## src/hdl/icm_pkg.sv

```systemverilog
package icm_pkg;

  localparam int ADDR_W = 12;
  localparam int DATA_W = 32;
  localparam int FLAG_W = 32;
  localparam int STRB_W = 4;

  // Register byte offsets, one aligned word each
  localparam logic [ADDR_W-1:0] OFS_C0_WORD = 12'h000;
  localparam logic [ADDR_W-1:0] OFS_C0_RAISE = 12'h004;
  localparam logic [ADDR_W-1:0] OFS_C0_DROP = 12'h008;
  localparam logic [ADDR_W-1:0] OFS_C1_WORD = 12'h010;
  localparam logic [ADDR_W-1:0] OFS_C1_RAISE = 12'h014;
  localparam logic [ADDR_W-1:0] OFS_C1_DROP = 12'h018;
  localparam logic [ADDR_W-1:0] OFS_LOCK = 12'h020;

  // Lock register layout and reset values
  localparam int LOCK_CLAIM_BIT = 0;
  localparam logic LOCK_RST = 1'b1;
  localparam logic [FLAG_W-1:0] FLAG_RST = 32'h0000_0000;
  localparam logic [DATA_W-1:0] RDATA_RST = 32'h0000_0000;

  // AHB encodings
  localparam logic [2:0] HSIZE_BYTE = 3'h0;
  localparam logic [2:0] HSIZE_HALF = 3'h1;
  localparam logic [2:0] HSIZE_WORD = 3'h2;
  localparam int HTRANS_ACTIVE_BIT = 1;
  localparam logic HRESP_OKAY = 1'b0;
  localparam logic HRESP_ERROR = 1'b1;

  typedef enum logic [2:0] {
    SEL_NONE = 3'h0,
    SEL_C0_WORD = 3'h1,
    SEL_C0_RAISE = 3'h2,
    SEL_C0_DROP = 3'h3,
    SEL_C1_WORD = 3'h4,
    SEL_C1_RAISE = 3'h5,
    SEL_C1_DROP = 3'h6,
    SEL_LOCK = 3'h7
  } icm_sel_t;

  // Gray along okay -> wait -> done
  typedef enum logic [1:0] {
    ST_OKAY = 2'b00,
    ST_ERR_WAIT = 2'b01,
    ST_ERR_DONE = 2'b11
  } icm_resp_t;

endpackage

```

## src/hdl/icm_flag_word.sv

```systemverilog
`timescale 1ns/1ps
module icm_flag_word #(
  parameter int W = 32
) (
  input wire logic core_clk,
  input wire logic rstn,
  input wire logic ce,
  input wire logic [W-1:0] set_mask,
  input wire logic [W-1:0] clr_mask,
  output logic [W-1:0] word,
  output logic irq
);
  import icm_pkg::*;

  logic [W-1:0] word_reg;
  logic [W-1:0] word_next;
  logic irq_reg;
  logic irq_next;

  always_comb begin
    // Set beats clear so a raise racing a drop is never lost
    word_next = (word_reg & ~clr_mask) | set_mask;
    irq_next = |word_next;
  end

  always_ff @(posedge core_clk) begin
    if (!rstn) begin
      word_reg <= W'(FLAG_RST);
      irq_reg <= 1'b0;
    end else if (ce) begin
      word_reg <= word_next;
      irq_reg <= irq_next;
    end
  end

  assign word = word_reg;
  assign irq = irq_reg;

endmodule

```

## src/hdl/icm_mailbox.sv

```systemverilog
`timescale 1ns/1ps
// Operation
// - AHB slave, single clock domain, single reset.
// - One lock register; per core a flag word, raise and drop register.
// - Either core can raise any of 32 flags toward the other.
// - Raise write sets each flag bit written as one, others unchanged.
// - Drop write clears each flag bit written as one, others unchanged.
// - Setting flags asserts the receiving core's mailbox interrupt.
// - Each set bit stays pending until its own bit is cleared.
// - Core1 raise targets core1 word and irq; core0 likewise.
// - Both flag words readable by both cores.
// - Lock read returns availability; a read finding it free reserves it.
// - Holder releases the lock by writing one to the claim bit.
module icm_mailbox #(
  parameter int FLAG_W = 32
) (
  input wire logic core_clk,
  input wire logic rstn,
  input wire logic ce,
  input wire logic hsel,
  input wire logic [icm_pkg::ADDR_W-1:0] haddr,
  input wire logic [1:0] htrans,
  input wire logic hwrite,
  input wire logic [2:0] hsize,
  input wire logic [icm_pkg::DATA_W-1:0] hwdata,
  input wire logic hready,
  output logic [icm_pkg::DATA_W-1:0] hrdata,
  output logic hreadyout,
  output logic hresp,
  output logic core0_irq,
  output logic core1_irq
);
  import icm_pkg::*;

  icm_resp_t state_reg;
  icm_resp_t state_next;
  logic hreadyout_reg;
  logic hreadyout_next;
  logic hresp_reg;
  logic hresp_next;
  logic [DATA_W-1:0] hrdata_reg;
  logic [DATA_W-1:0] hrdata_next;
  logic wr_pend_reg;
  logic wr_pend_next;
  icm_sel_t wr_sel_reg;
  icm_sel_t wr_sel_next;
  logic [STRB_W-1:0] wr_strb_reg;
  logic [STRB_W-1:0] wr_strb_next;
  logic lock_reg;
  logic lock_next;

  logic take;
  logic accept;
  icm_sel_t addr_sel;
  logic addr_bad;
  logic [DATA_W-1:0] wr_mask;
  logic [FLAG_W-1:0] c0_set;
  logic [FLAG_W-1:0] c0_clr;
  logic [FLAG_W-1:0] c1_set;
  logic [FLAG_W-1:0] c1_clr;
  logic [FLAG_W-1:0] c0_word;
  logic [FLAG_W-1:0] c1_word;
  logic c0_irq;
  logic c1_irq;
  logic lock_release;
  logic lock_reserve;

  function automatic icm_sel_t decode(input logic [ADDR_W-1:0] a);
    case (a)
      OFS_C0_WORD: decode = SEL_C0_WORD;
      OFS_C0_RAISE: decode = SEL_C0_RAISE;
      OFS_C0_DROP: decode = SEL_C0_DROP;
      OFS_C1_WORD: decode = SEL_C1_WORD;
      OFS_C1_RAISE: decode = SEL_C1_RAISE;
      OFS_C1_DROP: decode = SEL_C1_DROP;
      OFS_LOCK: decode = SEL_LOCK;
      default: decode = SEL_NONE;
    endcase
  endfunction

  // Byte lanes from size and low address bits
  function automatic logic [STRB_W-1:0] lanes(input logic [2:0] sz, input logic [1:0] lo);
    case (sz)
      HSIZE_BYTE: lanes = 4'h1 << lo;
      HSIZE_HALF: lanes = lo[1] ? 4'hc : 4'h3;
      default: lanes = 4'hf;
    endcase
  endfunction

  // Word decode ignores the byte offset so narrow accesses reach the same word
  always_comb begin
    take = hsel & hready & htrans[HTRANS_ACTIVE_BIT];
    accept = take & ((state_reg == ST_OKAY) | (state_reg == ST_ERR_DONE));
    addr_sel = decode({haddr[ADDR_W-1:2], 2'b00});
    addr_bad = (addr_sel == SEL_NONE) | (hsize > HSIZE_WORD);
  end

  // Data phase write effects
  always_comb begin
    wr_mask = {{8{wr_strb_reg[3]}}, {8{wr_strb_reg[2]}}, {8{wr_strb_reg[1]}}, {8{wr_strb_reg[0]}}} & hwdata;
    c0_set = '0;
    c0_clr = '0;
    c1_set = '0;
    c1_clr = '0;
    lock_release = 1'b0;
    if (wr_pend_reg) begin
      case (wr_sel_reg)
        SEL_C0_RAISE: c0_set = wr_mask[FLAG_W-1:0];
        SEL_C0_DROP: c0_clr = wr_mask[FLAG_W-1:0];
        SEL_C1_RAISE: c1_set = wr_mask[FLAG_W-1:0];
        SEL_C1_DROP: c1_clr = wr_mask[FLAG_W-1:0];
        SEL_LOCK: lock_release = wr_mask[LOCK_CLAIM_BIT];
        default: lock_release = 1'b0;
      endcase
    end
  end

  // Bus response: two-cycle error, otherwise zero wait
  always_comb begin
    state_next = state_reg;
    case (state_reg)
      ST_OKAY, ST_ERR_DONE: begin
        state_next = (accept && addr_bad) ? ST_ERR_WAIT : ST_OKAY;
      end
      ST_ERR_WAIT: begin
        state_next = ST_ERR_DONE;
      end
      default: begin
        state_next = ST_OKAY;
      end
    endcase
    hreadyout_next = (state_next != ST_ERR_WAIT);
    hresp_next = (state_next == ST_OKAY) ? HRESP_OKAY : HRESP_ERROR;
  end

  always_ff @(posedge core_clk) begin
    if (!rstn) begin
      state_reg <= ST_OKAY;
      hreadyout_reg <= 1'b1;
      hresp_reg <= HRESP_OKAY;
    end else if (ce) begin
      state_reg <= state_next;
      hreadyout_reg <= hreadyout_next;
      hresp_reg <= hresp_next;
    end
  end

  // Writes are decoded in the address phase and applied when their data arrives
  always_comb begin
    wr_pend_next = 1'b0;
    wr_sel_next = wr_sel_reg;
    wr_strb_next = wr_strb_reg;
    if (accept && !addr_bad && hwrite) begin
      wr_pend_next = 1'b1;
      wr_sel_next = addr_sel;
      wr_strb_next = lanes(hsize, haddr[1:0]);
    end
  end

  always_ff @(posedge core_clk) begin
    if (!rstn) begin
      wr_pend_reg <= 1'b0;
      wr_sel_reg <= SEL_NONE;
      wr_strb_reg <= '0;
    end else if (ce) begin
      wr_pend_reg <= wr_pend_next;
      wr_sel_reg <= wr_sel_next;
      wr_strb_reg <= wr_strb_next;
    end
  end

  // Read data; reading the lock is what reserves it
  always_comb begin
    hrdata_next = hrdata_reg;
    lock_reserve = 1'b0;
    if (accept) begin
      hrdata_next = RDATA_RST;
      if (!addr_bad && !hwrite) begin
        case (addr_sel)
          SEL_C0_WORD, SEL_C0_RAISE: hrdata_next = DATA_W'(c0_word);
          SEL_C1_WORD, SEL_C1_RAISE: hrdata_next = DATA_W'(c1_word);
          SEL_LOCK: begin
            hrdata_next = DATA_W'(lock_reg) << LOCK_CLAIM_BIT;
            lock_reserve = lock_reg;
          end
          default: hrdata_next = RDATA_RST;
        endcase
      end
    end
  end

  always_ff @(posedge core_clk) begin
    if (!rstn) begin
      hrdata_reg <= RDATA_RST;
    end else if (ce) begin
      hrdata_reg <= hrdata_next;
    end
  end

  // Release wins over a reserving read in one cycle, so a freed lock is never lost
  always_comb begin
    lock_next = lock_reg;
    if (lock_release) begin
      lock_next = 1'b1;
    end else if (lock_reserve) begin
      lock_next = 1'b0;
    end
  end

  always_ff @(posedge core_clk) begin
    if (!rstn) begin
      lock_reg <= LOCK_RST;
    end else if (ce) begin
      lock_reg <= lock_next;
    end
  end

  icm_flag_word #(
    .W(FLAG_W)
  ) u_core0_flags (
    .core_clk(core_clk),
    .rstn(rstn),
    .ce(ce),
    .set_mask(c0_set),
    .clr_mask(c0_clr),
    .word(c0_word),
    .irq(c0_irq)
  );

  icm_flag_word #(
    .W(FLAG_W)
  ) u_core1_flags (
    .core_clk(core_clk),
    .rstn(rstn),
    .ce(ce),
    .set_mask(c1_set),
    .clr_mask(c1_clr),
    .word(c1_word),
    .irq(c1_irq)
  );

  assign hrdata = hrdata_reg;
  assign hreadyout = hreadyout_reg;
  assign hresp = hresp_reg;
  assign core0_irq = c0_irq;
  assign core1_irq = c1_irq;

endmodule

```

## config.mk

```make
export PLATFORM = sky130hd
export DESIGN_NAME = icm_mailbox
export DESIGN_NICKNAME = d
export VERILOG_FILES = /design/src/hdl/icm_pkg.sv /design/src/hdl/icm_flag_word.sv /design/src/hdl/icm_mailbox.sv
export SDC_FILE = /design/constraint.sdc
export NUM_CORES = 1
export LEC_CHECK = 0
export ABC_AREA = 0
export BUFFER_PORTS_ARGS = -buffer_cell sky130_fd_sc_hd__buf_2
export CORE_MARGIN = 2
export CORE_UTILIZATION = 58
export CTS_BUF_LIST = sky130_fd_sc_hd__clkbuf_16
export DETAILED_ROUTE_END_ITERATION = 6
export GPL_TIMING_DRIVEN = 0
export HOLD_SLACK_MARGIN = 0.05
export PLACE_DENSITY = 0.81
export SLEW_MARGIN = 20
export SYNTH_ARGS = -nofsm -noshare
export SYNTH_HDL_FRONTEND = slang
export SYNTH_SLANG_ARGS = --single-unit
```

## constraint.sdc

```tcl
create_clock -name core_clk -period 2.59 [get_ports core_clk]
set_clock_uncertainty 0.05 [all_clocks]
set_input_delay 0 -clock core_clk [delete_from_list [all_inputs] [get_ports core_clk]]
set_output_delay 0 -clock core_clk [all_outputs]
set_load 0.02 [all_outputs]
```

; Yosys cells after proc, flatten, opt, wreduce, memory -nomap -nowiden
; Cells that the tools add are included.
[totals]
reg_bits = 111
latchBits = 0
ramBits = 0
romBits = 0
input_bits = 55
output_inout_bits = 36
memories = 0
[op_classes]
add_sub_neg = 0
multipliers = 0
n_div = 0
order_cmp = 1
eq_ne = 20
shifts = 1
mux = 24
bitwise_logic = 12
n_reduce_logical = 20
[ops]
columns = op, n
row1 = 32-bit two-way mux, 9
row2 = 32-bit AND, 3
row3 = 32-bit one-hot mux with 3 select lines, 1
row4 = 32-bit NOT, 2
row5 = 32-bit bitwise OR, 2
row6 = 32-bit OR reduction, 2
row7 = "10-bit by 3-bit == test with 1-bit output, second input constant", 3
row8 = 3-bit one-hot mux with 7 select lines, 1
row9 = "3-bit == test, second input constant", 6
row10 = "10-bit by 1-bit == test with 1-bit output, second input constant", 1
row11 = "10-bit by 2-bit == test with 1-bit output, second input constant", 1
row12 = "10-bit by 4-bit == test with 1-bit output, second input constant", 1
row13 = 10-bit logical NOT, 1
row14 = 1-bit two-way mux, 10
row15 = "3-bit by 2-bit == test with 1-bit output, second input constant", 3
row16 = 4-bit one-hot mux with 2 select lines, 1
row17 = "3-bit by 1-bit == test with 1-bit output, second input constant", 2
row18 = 3-bit logical NOT, 2
row19 = 2-bit AND reduction, 3
row20 = 2-bit OR reduction, 3
row21 = 1-bit logical AND, 4
row22 = 2-bit logical NOT, 2
row23 = 4-bit two-way mux, 1
row24 = 2-bit one-hot mux with 2 select lines, 1
row25 = 9 further kinds, 13

; Longest topological paths before layout
[logic_depth]
word_depth = 10
depth_mapped = 9
mapped_depth_nobuf = 8

; Hierarchy
; From an unflattened synthesis, not the netlist that was laid out.
[unflattened]
cells_unflattened = 817
hier_area_um2 = 6343.6
[modules_own_cells]
columns = mod, instances, cells_per_inst, area_each_um2, seq_area_each_um2
row1 = icm_flag_word, 2, 197, 1711.6, 660.6
row2 = icm_mailbox, 1, 423, 2920.3, 900.9

; Worst setup path after synthesis
; Ideal clock, no wire load.
[synth_timing]
kind = flip-flop to flip-flop
start = register state_reg[0]
end = register wr_strb_reg[0]
arrival_ns = 1.826
t_required_ns = 2.408
path_slack_ns = 0.582
stages_incl_launch_ff = 10
path_buffers = 1
cell_sequence = dfxtp_1 > inv_1 > ha_1 > nand4_1 > nor2_1 > and4_1 > buf_2 > nand2_1 > a2111oi_0 > nor3b_1
[synth_between]
elab_chain_cells = 6
[synth_rtl]
columns = element, line
row1 = "start, declared", icm_mailbox.sv:35  ; icm_resp_t state_reg;
row2 = "start signal, assigned", icm_mailbox.sv:142  ; state_reg <= state_next;
row3 = 2-bit == test or 2-bit logical NOT (tied branches), icm_mailbox.sv:93  ; accept = take & ((state_reg == ST_OKAY) | (state_reg == ST_ERR_DONE));
row4 = 1-bit bitwise OR *, icm_mailbox.sv:93
row5 = 1-bit AND *, icm_mailbox.sv:93
row6 = 1-bit logical AND * (2 in series), icm_mailbox.sv:153  ; if (accept && !addr_bad && hwrite) begin
row7 = 2-bit AND reduction (no line) *, --
row8 = "end signal, assigned", icm_mailbox.sv:168  ; wr_strb_reg <= wr_strb_next;
row9 = "end, declared", icm_mailbox.sv:47  ; logic [STRB_W-1:0] wr_strb_reg;
; Mark *: on every way between the ends. The rest lies on a longest branch, timed or not.
; A chain may end at the register's enable or synchronous reset.

; Worst setup path in the final report
[layout_timing]
start = register wr_pend_reg
end = register u_core0_flags.irq_reg (netlist: u_core0_flags.irq)
[layout_between]
elab_chain_cells = 5
[layout_rtl]
columns = element, line
row1 = "start, declared", icm_mailbox.sv:43  ; logic wr_pend_reg;
row2 = "start signal, assigned", icm_mailbox.sv:166  ; wr_pend_reg <= wr_pend_next;
row3 = 32-bit two-way mux, icm_mailbox.sv:106  ; if (wr_pend_reg) begin
row4 = 32-bit NOT, icm_flag_word.sv:22  ; word_next = (word_reg & ~clr_mask) | set_mask;
row5 = 32-bit AND, icm_flag_word.sv:22
row6 = 32-bit bitwise OR *, icm_flag_word.sv:22
row7 = 32-bit OR reduction *, icm_flag_word.sv:23  ; irq_next = |word_next;
row8 = "end signal, assigned", icm_flag_word.sv:32  ; irq_reg <= irq_next;
row9 = "end, declared", icm_flag_word.sv:17  ; logic irq_reg;
; Marked as above.

==> impl_metrics.tcl <==
set metrics [dict create \
    synth_compound_area_share_pct 29.6 \
    cp.arrival_ps 2730 \
    drive_above_1_share_pct 13.8 \
    leakage_nw 2.60 \
    slew_headroom_pct 42.5 \
    path_buf_inv 4 \
    outcome "complete, but fails checks" \
    muxShareOfSynthArea_pct 0.494 \
    die_y_um 106 \
    cp_slowest_cell "o21ai_0" \
    violations "DRC" \
    synthDistinctLibCells 42 \
    required_ps 2780 \
    ys_ff_latch 111 \
    synth_xor_area_share_pct 0.144 \
    grt.total_usage_pct 43.5 \
    ys.warnings.count 0 \
    synthAdderAreaFrac_pct 0.618 \
    grt_util_met1_pct 54.1 \
    core_mm2 0.0102 \
    async_flop_share_pct 0 \
    grt_setup_unrepaired "yes" \
    detail_route.vias_per_cell 6.89 \
    diodes 0 \
    startpoint_type "flip-flop" \
    grt_most_used_layer "met2" \
    yosysMostFrequentCell "o21ai_0" \
    worst_pin_slew_ps 856 \
    cts_buffers 9 \
    grt_overflow 0 \
    gr-usage-met3_pct 12.2 \
    port_buffers 84 \
    syn_nets 873 \
    power_mw 3.31 \
    final_util_pct 69.2 \
    syn_area_mm2 0.00607 \
    ff2ff_path_depth 9 \
    grt_pass1_wl_mm 37.2 \
    fin_ws_ps 49.5 \
    cts_tree "yes" \
    endpoint "u_core0_flags.irq$_SDFFE_PN0P_" \
    period_minus_slack_ps 2540 \
    dieArea_mm2 0.0113 \
    row_count 37 \
    pre_cts_ws_ps -133 \
    grt_pass1_vias 6708 \
    final_cells 1055 \
    hold_viol_final 0 \
    antenna_left 0 \
    gp_congestion 1.04 \
    cts.reportedPaths.clkPinSlew_ps 70 \
    final_nets 974 \
    yosys.area.top_type_share_pct 36.6 \
    crit_fanout 10 \
    finalSetupViolCount 0 \
    dpl_cell_area_mm2 0.00666 \
    vias 7274 \
    start_util_pct 59.4 \
    setup_tns_ps 0 \
    post_cts_buffers 0 \
    dp_hpwl_mm 18.0 \
    hold_class "input pin to flip-flop" \
    ir_worst_vdd_v 0.000530 \
    yosys.area_share.simple_pct 27.8 \
    r2r_start "wr_pend_reg$_SDFFE_PN0P_" \
    grtUsageMet2_pct 70.1 \
    synthFlopType "dfxtp_1" \
    final_area_mm2 0.00708 \
    fmax_mhz 394 \
    drt-wirelength-per-cell_um 23.6 \
    min_from "hwdata[31]" \
    area_growth_pct 16.5 \
    maxCapViolCount 0 \
    io_pins 91 \
    dr.pass1.iters 7 \
    synth-edff-count 0 \
    synthTopCellsByArea "dfxtp_1 (37%), o21ai_0 (18%), and2_1 (9.1%)" \
    clkLatencyLatePin_ps 370 \
    synth_common_cells "o21ai_0 (215), dfxtp_1 (111), and2_1 (88)" \
    wl_mm 24.9 \
    report.final.slew_viol_count 0 \
    synth_cells 815 \
    cts-htree-levels 3 \
    synth-seq-area-share_pct 36.6 \
    cts-root-buf "clkbuf_16" \
    die-width_um 106 \
    antenna_found_initial 0 \
    powerDensity_mw_per_mm2 467 \
    yosys.area.top_type "dfxtp_1" \
    synth_top_family_by_area "compound AO/OA/AOI/OAI gates" \
    cp_top_family "buffers and inverters" \
    worst_setup_path_end_kind "flip-flop" \
    worst-path-stages 9 \
    r2r-end "u_core0_flags.irq$_SDFFE_PN0P_" \
    crit_path_cell_trace "buf_2, clkbuf_4, buf_4, buf_4, nand3_1, o21ai_0, a31oi_1, nor4_1, a31oi_1" \
    path_class "flip-flop to flip-flop" \
    hold_slack_ps 73.9 \
    fin_crit_sh_pct 98.1 \
    r2r_slack_ps 50 \
    clockBufferDepth 2 \
    cts_sinks 111 \
    dp_cells 1035 \
    cpPeakStageDelay_ps 350 \
    drt_iter0_markers 1057 \
    cp-startpoint "wr_pend_reg$_SDFFE_PN0P_" \
    avgSynthCellArea_um2 7.45 \
    grt_max_degree 17 \
    drcViolationCount 11 \
]
[cells by family after synthesis]
logic type,Yosys count
XOR/XNOR,1
flip-flops,111
multiplexers,3
AND/OR/NAND/NOR,305
buffers and inverters,74
AO/OA/AOI/OAI,318
adder cells (fa/ha/maj),3
[placed cells by master (no fill, tap or decap), types with 3 or more instances in the layout]
cell type,n
nor3_1,5
nor2b_1,3
nor2_1,9
clkbuf_4,5
o22ai_1,3
o211a_1,4
and3_1,30
nor4_1,32
clkbuf_2,6
nor3b_1,3
nand4_1,4
a21boi_0,9
a21oi_1,8
nand2_1,69
or2_2,5
or3_1,4
mux2i_1,3
ha_1,3
a31oi_1,31
o21ai_1,4
buf_2,87
inv_1,6
clkbuf_1,52
dlygate4sd3_1,7
dfxtp_1,109
o21ai_0,214
o211ai_1,3
and2_1,88
a22oi_1,32
nand3_1,38
clkbuf_16,9
[how the worst min path moves through the flow]
stage / to / slack, ps / depth (start not counted)
2_1_floorplan: wr_strb_reg[2]$_SDFFE_PN0P_ / 170 / 2
3_3_place_gp: wr_strb_reg[1]$_SDFFE_PN0P_ / 310 / 4
3_5_place_dp: wr_strb_reg[1]$_SDFFE_PN0P_ / 330 / 4
4_1_cts: wr_strb_reg[2]$_SDFFE_PN0P_ / 70 / 4
5_1_grt: u_core0_flags.word[31]$_SDFFE_PN0P_ / 90 / 4
6_report: u_core0_flags.word[31]$_SDFFE_PN0P_ / 70 / 4
[routing by layer]
layer	part of all wire (%)	wire length, um
met1	38	9420
met2	45	11300
met4	4.8	1210
met5	0	0
met3	12	3010
[worst min-delay path, cell delays in order]
cell	delay (ps)
buf_2	110
and3_1	190
nand3_1	80
a21boi_0	70
[area by class of cell]
| type | instances | area [um2] |
|---|---|---|
| repair buffers | 91 | 490 |
| well taps | 136 | 170 |
| clock buffers | 9 | 225 |
| inverters | 5 | 18.8 |
| plain buffers | 68 | 293 |
| fillers | 844 | 3150 |
| clock inverters | 5 | 52.6 |
| flip-flops and latches | 111 | 2220 |
| multi-input cells | 630 | 3600 |
[power by group]
part | internal, mW | switching (mW) | total, mW
Combinational | 0.0690 | 0.127 | 0.196
Sequential | 1.71 | 0.00617 | 1.72
Clock | 0.733 | 0.658 | 1.39
[what timing repair did]
item	CTS	global route
hold buffers	7	0
endpoints found under the setup margin	2	5
pin swaps	0	1
resized for setup	3	28
hold endpoints to repair	11	0
No activity file was read; power rests on OpenSTA's default activity.
